==> src/hw/port_io_regs.vh <==
/*
  port_io_regs.vh: register addresses, reset values and field positions
  for the port configuration and crossbar block.
  assumes: included by bare name from design files under hw/.
*/
`ifndef PORT_IO_REGS_VH
`define PORT_IO_REGS_VH

// special-function-register addresses (8-bit address space)
`define ADDR_PORT0_COMPARE_VALUE    8'hfd
`define ADDR_PORT1_COMPARE_VALUE    8'hed
`define ADDR_PORT0_COMPARE_SELECT   8'hfe
`define ADDR_PORT1_COMPARE_SELECT   8'hee
`define ADDR_PORT0_INPUT_KIND       8'hf1
`define ADDR_PORT1_INPUT_KIND       8'hf2
`define ADDR_PORT0_DRIVER_KIND      8'ha4
`define ADDR_PORT1_DRIVER_KIND      8'ha5
`define ADDR_PORT0_ROUTE_BYPASS     8'hd4
`define ADDR_PORT1_ROUTE_BYPASS     8'hd5
`define ADDR_ROUTE_MATRIX_CFG_A     8'he1
`define ADDR_ROUTE_MATRIX_CFG_B     8'he2
`define ADDR_ROUTE_MATRIX_CFG_C     8'he3
`define ADDR_PORT0_DATA             8'h80
`define ADDR_PORT1_DATA             8'h90

// reset values
`define RST_COMPARE_VALUE           8'hff
`define RST_COMPARE_SELECT          8'h00
`define RST_INPUT_KIND              8'hff
`define RST_DRIVER_KIND             8'h00
`define RST_ROUTE_BYPASS            8'h00
`define RST_MATRIX_CFG              8'h00
`define RST_PORT_DATA               8'hff
`define RST_PIN_LEVEL               16'hffff
`define RST_PAD_LEVEL               16'hffff
`define RST_PAD_OE_N                16'hffff
`define RST_PAD_PULLUP              16'h0000
`define RST_PAD_ANALOG              16'h0000

// field positions
`define BIT_PULLUP_OFF              7
`define BIT_ROUTE_MATRIX_ON         6

`endif

==> src/hw/port_io_crossbar_config.v <==
/*
  port_io_crossbar_config.v: port input/output mode, weak pull-up,
  crossbar enable and skip, and port 0/1 match comparison logic.
  assumes: cpu drives sfr_addr_i/sfr_wdata_i with a one-cycle sfr_wr_i
  strobe on clock_i; reads are combinational on sfr_addr_i. peripherals
  present an output level, output enable and open-drain force per pin
  already ordered by the crossbar priority decoder outside this block.
*/
`timescale 1ns/10ps
`default_nettype none
`include "port_io_regs.vh"

//////////////////////////////////////////////////////////////////////////////
//////////////////////////////////////////////////////////////////////////////

module port_io_crossbar_config (
  input  wire        clock_i,
  input  wire        rst_n_i,
  input  wire [7:0]  sfr_addr_i,
  input  wire [7:0]  sfr_wdata_i,
  input  wire        sfr_wr_i,
  output reg  [7:0]  sfr_rdata_o,
  input  wire [15:0] periph_out_i,
  input  wire [15:0] periph_oe_i,
  input  wire [15:0] periph_smbus_i,
  output wire [15:0] periph_in_o,
  input  wire [15:0] pin_i,
  output reg  [15:0] pin_o,
  output reg  [15:0] pin_oe_n_o,
  output reg  [15:0] pin_pullup_o,
  output reg  [15:0] pin_analog_o,
  output wire [7:0]  route_matrix_cfg_a_o,
  output wire [7:0]  route_matrix_cfg_b_o,
  output wire        port0_mismatch_o,
  output wire        port1_mismatch_o
);

  //////////////////////////////////////////////////////////////////////////
  // configuration registers
  reg [7:0] port0_compare_value_r;
  reg [7:0] port1_compare_value_r;
  reg [7:0] port0_compare_select_r;
  reg [7:0] port1_compare_select_r;
  reg [7:0] port0_input_kind_r;
  reg [7:0] port1_input_kind_r;
  reg [7:0] port0_driver_kind_r;
  reg [7:0] port1_driver_kind_r;
  reg [7:0] port0_route_bypass_r;
  reg [7:0] port1_route_bypass_r;
  reg [7:0] route_matrix_cfg_a_r;
  reg [7:0] route_matrix_cfg_b_r;
  reg [7:0] route_matrix_cfg_c_r;
  reg [7:0] port0_data_r;
  reg [7:0] port1_data_r;

  // pin synchroniser, three stages; a change counts when 2 and 3 agree
  reg [15:0] pin_s1_r;
  reg [15:0] pin_s2_r;
  reg [15:0] pin_s3_r;
  reg [15:0] pin_level_r;

  wire        route_matrix_on = route_matrix_cfg_c_r[`BIT_ROUTE_MATRIX_ON];
  wire        pullup_off      = route_matrix_cfg_b_r[`BIT_PULLUP_OFF];
  wire [15:0] input_kind      = {port1_input_kind_r, port0_input_kind_r};
  wire [15:0] driver_kind     = {port1_driver_kind_r, port0_driver_kind_r};
  wire [15:0] route_bypass    = {port1_route_bypass_r, port0_route_bypass_r};
  wire [15:0] port_data       = {port1_data_r, port0_data_r};

  assign route_matrix_cfg_a_o = route_matrix_cfg_a_r;
  assign route_matrix_cfg_b_o = route_matrix_cfg_b_r;

  //////////////////////////////////////////////////////////////////////////
  // sfr write port; every register loads only on its own address
  always @(posedge clock_i or negedge rst_n_i) begin
    if (!rst_n_i) begin
      port0_compare_value_r  <= `RST_COMPARE_VALUE;
      port1_compare_value_r  <= `RST_COMPARE_VALUE;
      port0_compare_select_r <= `RST_COMPARE_SELECT;
      port1_compare_select_r <= `RST_COMPARE_SELECT;
      port0_input_kind_r     <= `RST_INPUT_KIND;
      port1_input_kind_r     <= `RST_INPUT_KIND;
      port0_driver_kind_r    <= `RST_DRIVER_KIND;
      port1_driver_kind_r    <= `RST_DRIVER_KIND;
      port0_route_bypass_r   <= `RST_ROUTE_BYPASS;
      port1_route_bypass_r   <= `RST_ROUTE_BYPASS;
      route_matrix_cfg_a_r   <= `RST_MATRIX_CFG;
      route_matrix_cfg_b_r   <= `RST_MATRIX_CFG;
      route_matrix_cfg_c_r   <= `RST_MATRIX_CFG;
      port0_data_r           <= `RST_PORT_DATA;
      port1_data_r           <= `RST_PORT_DATA;
    end else if (sfr_wr_i) begin
      case (sfr_addr_i)
        `ADDR_PORT0_COMPARE_VALUE:  port0_compare_value_r  <= sfr_wdata_i;
        `ADDR_PORT1_COMPARE_VALUE:  port1_compare_value_r  <= sfr_wdata_i;
        `ADDR_PORT0_COMPARE_SELECT: port0_compare_select_r <= sfr_wdata_i;
        `ADDR_PORT1_COMPARE_SELECT: port1_compare_select_r <= sfr_wdata_i;
        `ADDR_PORT0_INPUT_KIND:     port0_input_kind_r     <= sfr_wdata_i;
        `ADDR_PORT1_INPUT_KIND:     port1_input_kind_r     <= sfr_wdata_i;
        `ADDR_PORT0_DRIVER_KIND:    port0_driver_kind_r    <= sfr_wdata_i;
        `ADDR_PORT1_DRIVER_KIND:    port1_driver_kind_r    <= sfr_wdata_i;
        `ADDR_PORT0_ROUTE_BYPASS:   port0_route_bypass_r   <= sfr_wdata_i;
        `ADDR_PORT1_ROUTE_BYPASS:   port1_route_bypass_r   <= sfr_wdata_i;
        `ADDR_ROUTE_MATRIX_CFG_A:   route_matrix_cfg_a_r   <= sfr_wdata_i;
        `ADDR_ROUTE_MATRIX_CFG_B:   route_matrix_cfg_b_r   <= sfr_wdata_i;
        `ADDR_ROUTE_MATRIX_CFG_C:   route_matrix_cfg_c_r   <= sfr_wdata_i;
        `ADDR_PORT0_DATA:           port0_data_r           <= sfr_wdata_i;
        `ADDR_PORT1_DATA:           port1_data_r           <= sfr_wdata_i;
        default: ;
      endcase
    end
  end

  //////////////////////////////////////////////////////////////////////////
  // pin synchroniser; stage 1 feeds stage 2 only
  always @(posedge clock_i or negedge rst_n_i) begin
    if (!rst_n_i) begin
      // reset to the pulled-up idle level so no false edge follows reset
      pin_s1_r    <= `RST_PIN_LEVEL;
      pin_s2_r    <= `RST_PIN_LEVEL;
      pin_s3_r    <= `RST_PIN_LEVEL;
      pin_level_r <= `RST_PIN_LEVEL;
    end else begin
      pin_s1_r <= pin_i;
      pin_s2_r <= pin_s1_r;
      pin_s3_r <= pin_s2_r;
      // a bit moves only when the last two stages agree
      pin_level_r <= (pin_s2_r & pin_s3_r) | (pin_level_r & (pin_s2_r | pin_s3_r));
    end
  end

  // analog pins have their receiver off and read as zero
  wire [15:0] pin_digital = pin_level_r & input_kind;
  assign periph_in_o = pin_digital;

  //////////////////////////////////////////////////////////////////////////
  // per-pin pad decode; one slice per pin, all slices registered below
  wire [15:0] pin_nxt;
  wire [15:0] pin_oe_n_nxt;
  wire [15:0] pin_pullup_nxt;
  wire [15:0] pin_analog_nxt;

  genvar g;
  generate
    for (g = 0; g < 16; g = g + 1) begin : g_pin
      // skipped pins get no peripheral; they fall back to port data
      wire use_periph = periph_oe_i[g] & ~route_bypass[g];
      wire level      = use_periph ? periph_out_i[g] : port_data[g];
      wire open_drain = ~driver_kind[g] | (use_periph & periph_smbus_i[g]);
      wire digital    = input_kind[g];
      // crossbar off means every driver is released, pins are inputs
      wire drive_en   = route_matrix_on & digital & (~open_drain | ~level);
      wire drive_zero = drive_en & ~level;
      assign pin_nxt[g]        = level;
      assign pin_oe_n_nxt[g]   = ~drive_en;
      // pull-up only on open-drain digital pins not pulling low
      assign pin_pullup_nxt[g] = ~pullup_off & open_drain & digital & ~drive_zero;
      assign pin_analog_nxt[g] = ~digital;
    end
  endgenerate

  // pad flops; registered so pads never see decode glitches, at the cost
  // of one extra cycle between a register write and the pin
  always @(posedge clock_i or negedge rst_n_i) begin
    if (!rst_n_i) begin
      pin_o        <= `RST_PAD_LEVEL;
      pin_oe_n_o   <= `RST_PAD_OE_N;   // all drivers released in reset
      pin_pullup_o <= `RST_PAD_PULLUP;
      pin_analog_o <= `RST_PAD_ANALOG;
    end else begin
      pin_o        <= pin_nxt;
      pin_oe_n_o   <= pin_oe_n_nxt;
      pin_pullup_o <= pin_pullup_nxt;
      pin_analog_o <= pin_analog_nxt;
    end
  end

  //////////////////////////////////////////////////////////////////////////
  // match comparison; unselected pins drop out of the compare
  assign port0_mismatch_o = |((pin_digital[7:0] ^ port0_compare_value_r)
                             & port0_compare_select_r);
  assign port1_mismatch_o = |((pin_digital[15:8] ^ port1_compare_value_r)
                             & port1_compare_select_r);

  //////////////////////////////////////////////////////////////////////////
  // sfr read mux; unmapped addresses read zero
  always @* begin
    case (sfr_addr_i)
      `ADDR_PORT0_COMPARE_VALUE:  sfr_rdata_o = port0_compare_value_r;
      `ADDR_PORT1_COMPARE_VALUE:  sfr_rdata_o = port1_compare_value_r;
      `ADDR_PORT0_COMPARE_SELECT: sfr_rdata_o = port0_compare_select_r;
      `ADDR_PORT1_COMPARE_SELECT: sfr_rdata_o = port1_compare_select_r;
      `ADDR_PORT0_INPUT_KIND:     sfr_rdata_o = port0_input_kind_r;
      `ADDR_PORT1_INPUT_KIND:     sfr_rdata_o = port1_input_kind_r;
      `ADDR_PORT0_DRIVER_KIND:    sfr_rdata_o = port0_driver_kind_r;
      `ADDR_PORT1_DRIVER_KIND:    sfr_rdata_o = port1_driver_kind_r;
      `ADDR_PORT0_ROUTE_BYPASS:   sfr_rdata_o = port0_route_bypass_r;
      `ADDR_PORT1_ROUTE_BYPASS:   sfr_rdata_o = port1_route_bypass_r;
      `ADDR_ROUTE_MATRIX_CFG_A:   sfr_rdata_o = route_matrix_cfg_a_r;
      `ADDR_ROUTE_MATRIX_CFG_B:   sfr_rdata_o = route_matrix_cfg_b_r;
      `ADDR_ROUTE_MATRIX_CFG_C:   sfr_rdata_o = route_matrix_cfg_c_r;
      `ADDR_PORT0_DATA:           sfr_rdata_o = pin_digital[7:0];  // reads the pin
      `ADDR_PORT1_DATA:           sfr_rdata_o = pin_digital[15:8];
      default:                    sfr_rdata_o = 8'h00;
    endcase
  end

endmodule // port_io_crossbar_config

`default_nettype wire

==> config.mk <==
export PLATFORM = sky130hd
export DESIGN_NAME = port_io_crossbar_config
export DESIGN_NICKNAME = d
export VERILOG_FILES = /design/src/hw/port_io_crossbar_config.v
export VERILOG_INCLUDE_DIRS = /design/src /design/src/hw
export SDC_FILE = /design/constraint.sdc
export NUM_CORES = 1
export LEC_CHECK = 0
export ABC_AREA = 1
export BUFFER_PORTS_ARGS = -buffer_cell sky130_fd_sc_hd__buf_4
export CAP_MARGIN = 20
export CORE_AREA = 2 2 158 160
export CTS_CLUSTER_DIAMETER = 100
export DETAILED_ROUTE_END_ITERATION = 10
export DIE_AREA = 0 0 160 162
export PLACE_DENSITY = 0.67
export SYNTH_ARGS = -nofsm -noshare
export SYNTH_HDL_FRONTEND = slang
export SYNTH_SLANG_ARGS = --single-unit
==> constraint.sdc <==
create_clock -name clock_i -period 1.5 [get_ports clock_i]
set_input_delay 0 -clock clock_i [delete_from_list [all_inputs] [get_ports clock_i]]
set_output_delay 0 -clock clock_i [all_outputs]
set_load 0.005 [all_outputs]
==> impl_metrics.ini <==
[sta]
relSlewSlack_pct = 63.73
period_needed_ps = 1817
worst_slack_ps = -317.2
hold_ws_ps = 101.6
tightest_slew_ps = 542.2
fmax_ghz = 0.5503
drv_slew = 0
fin_crit_sh_pct = 121.1
hold_violations = 0
finalSetupViolCount = 11
rsz0062_at_grt = yes
finClkSkew_ps = 9.967

[yosys]
syn_inst = 1244
synth_area_um2 = 11030
synth.top_cell.area_share_pct = 34.31
syn_area_per_cell_um2 = 8.865
synth.largest_area_cell = dfstp_2
synth-seq-cells = 248
yosysSeqAreaShare_pct = 57.91
synth_cell_types = 23
ys_top_cells_by_area = dfstp_2 (34%), dfrtp_1 (24%), nand2_1 (14%)
syn_nets = 1327
yosysWarnings = 0

[power]
p_switching_mw = 4.160
leakagePower_nw = 7.486
combPwrFrac_pct = 13.2
p_clk_share_pct = 40.6
ir_drop_mv = 0.8556
p_int_mw = 12.39
sw_frac_of_total_pct = 25.13
power_density_nw_per_um2 = 1069
seqPwrFrac_pct = 46.1

[clock_network]
clkTransAtPathRegs_ps = 70
htreeDepth = 1
cts_tree = yes
clkSinkCount = 248
ctsRootBufferMaster = clkbuf_16
numCtsBuffers = 27
cts.path.max_buffers = 3
clock_latency_ps = 530

[setup_path]
cp.arrival_ps = 1820
cp-start-kind = flip-flop
crit_required_ps = 1500
worstSetupPathType = reg -> out
crit_path_end_kind = output port
crit_fanout = 2

[cells_and_area]
layout-drive-gt1-share_pct = 39.05
finalNetCount = 1661
area_growth_pct = 40.41
layout_common_cells = nand2_1 (362), buf_4 (234), nand3_1 (159)
n_antenna_cell = 0
final_common_cell = nand2_1

[route]
wl_per_cell_um = 18.45
drt_wl_total_mm = 35.46
ant_nets = 0
dr_total_vias = 10030
first_pass_iters = 5
drc = 0
drt_iter0_markers = 716
vias_per_cell = 5.221

[status]
outcome = complete, but fails checks
violations = setup timing

[grt]
grt_overflow = 0
grt_first_pass_wirelength_mm = 54.98
antenna_found_initial = 0
grt_pass1_vias = 9939
grt_start_max_net_pins = 46
track_usage_pct = 27.24

[floorplanning]
initial_core_util_pct = 45.75
io_pins = 189
core_area_um2 = 24110
die_h_um = 162
row_count = 57
die-area_um2 = 25920
die_w_um = 160

[flow_run]
cap_violations = 0

[placed_design]
place.gp.congestion = 0.9523
port_buffers = 188
place_ws_ps = 100.3
dpl.hpwl_mm = 23.85

[min_path]
hp-class = in -> reg
-- power by group through the flow --
stage	combinational [mW]	sequential [mW]	clock [mW]
2_1_floorplan	0.688	7.62	0
3_3_place_gp	1.70	7.71	0
3_5_place_dp	1.72	7.71	0
4_1_cts	2.10	7.61	6.84
5_1_grt	2.39	7.67	7.12
6_report	2.19	7.64	6.73
-- layout make-up --
cell class / instances / area (um2)
Clock buffer: 34 / 752.0
Clock inverter: 15 / 153.9
Fill cell: 1961 / 8621
Inverter: 131 / 494.2
Multi-Input combinational cell: 820 / 4194
Sequential cell: 248 / 6386
Tap cell: 324 / 405.4
Timing Repair Buffer: 350 / 3099
-- per-stage QoR --
stage               cells  util [%]  TNS (ps)  instance area, um2  total power, mW
floorplan            1244         -         0               11030            8.305
global placement     1757     54.56         0               13150            9.402
detailed placement   1757     54.56         0               13150            9.436
CTS                  1924     63.65     -3291               15340            16.55
global route         1922     64.24     -3497               15480            17.18
finish               1922     64.24     -2648               15480            16.55
-- worst max-delay path: stages (launching register included) --
cell	delay, ps
dfstp_2	570
buf_4	120
buf_6	90
nand3_2	70
nand2_2	90
inv_2	50
nand2_1	50
nor2_1	40
nand2_1	100
buf_6	110
-- kinds of logic after synthesis --
| group | count (synthesis) | synth area share [%] |
|---|---|---|
| flip-flops | 248 | 57.91 |
| adder cells (fa/ha/maj) | 16 | 1.452 |
| AND/OR/NAND/NOR | 644 | 26.27 |
| AO/OA/AOI/OAI | 160 | 7.806 |
| buffers and inverters | 176 | 6.569 |
-- registers in the layout, summed over array words and instances, names as in the netlist, 16 cells and up --
| register | count |
|---|---|
| pin_level_r | 16 |
| pin_pullup_o | 16 |
| pin_o | 16 |
| pin_oe_n_o | 16 |
| pin_analog_o | 16 |
| pin_s1_r | 16 |
| pin_s3_r | 16 |
| pin_s2_r | 16 |
-- worst paths after layout --
kind                                    startpoint  cells after the start  slack (ps)                    end
setup / recovery             port0_input_kind_r[7]                      9        -320         sfr_rdata_o[7]
hold reg to reg                        pin_s1_r[6]                      0         350            pin_s2_r[6]
max in group asynchronous                  rst_n_i                      3         260        pin_pullup_o[7]
setup reg to reg           port0_route_bypass_r[3]                      4          50        pin_pullup_o[3]
min in group asynchronous                  rst_n_i                      2         250          pin_oe_n_o[3]
hold / removal                       sfr_addr_i[5]                      7         100  port0_input_kind_r[5]
-- timing repair --
| item | 4_1_cts | 5_1_grt |
|---|---|---|
| hold endpoints to repair | 387 | 0 |
| setup buffers | 26 | 18 |
| hold buffers | 93 | 0 |
| resized for setup | 71 | 77 |
| pin swaps | 33 | 42 |
| setup endpoints to repair | 14 | 38 |
-- synthesized netlist by cell type, drive strengths merged --
master / count
a21oi: 10
clkbuf: 19
a311oi: 16
dfstp: 144
inv: 130
clkinv: 1
nand3: 177
nand2: 415
dfrtp: 104
maj3: 16
nand4: 2
buf: 26
nor2: 50
o21ai: 134
-- per-layer routing --
metal	wire length (um)	GRT usage, %
met3	3185	6.180
met2	16080	42.84
met4	1200	8.804
met5	0	0
met1	14990	37.77
(Power assumes the default switching activity.)
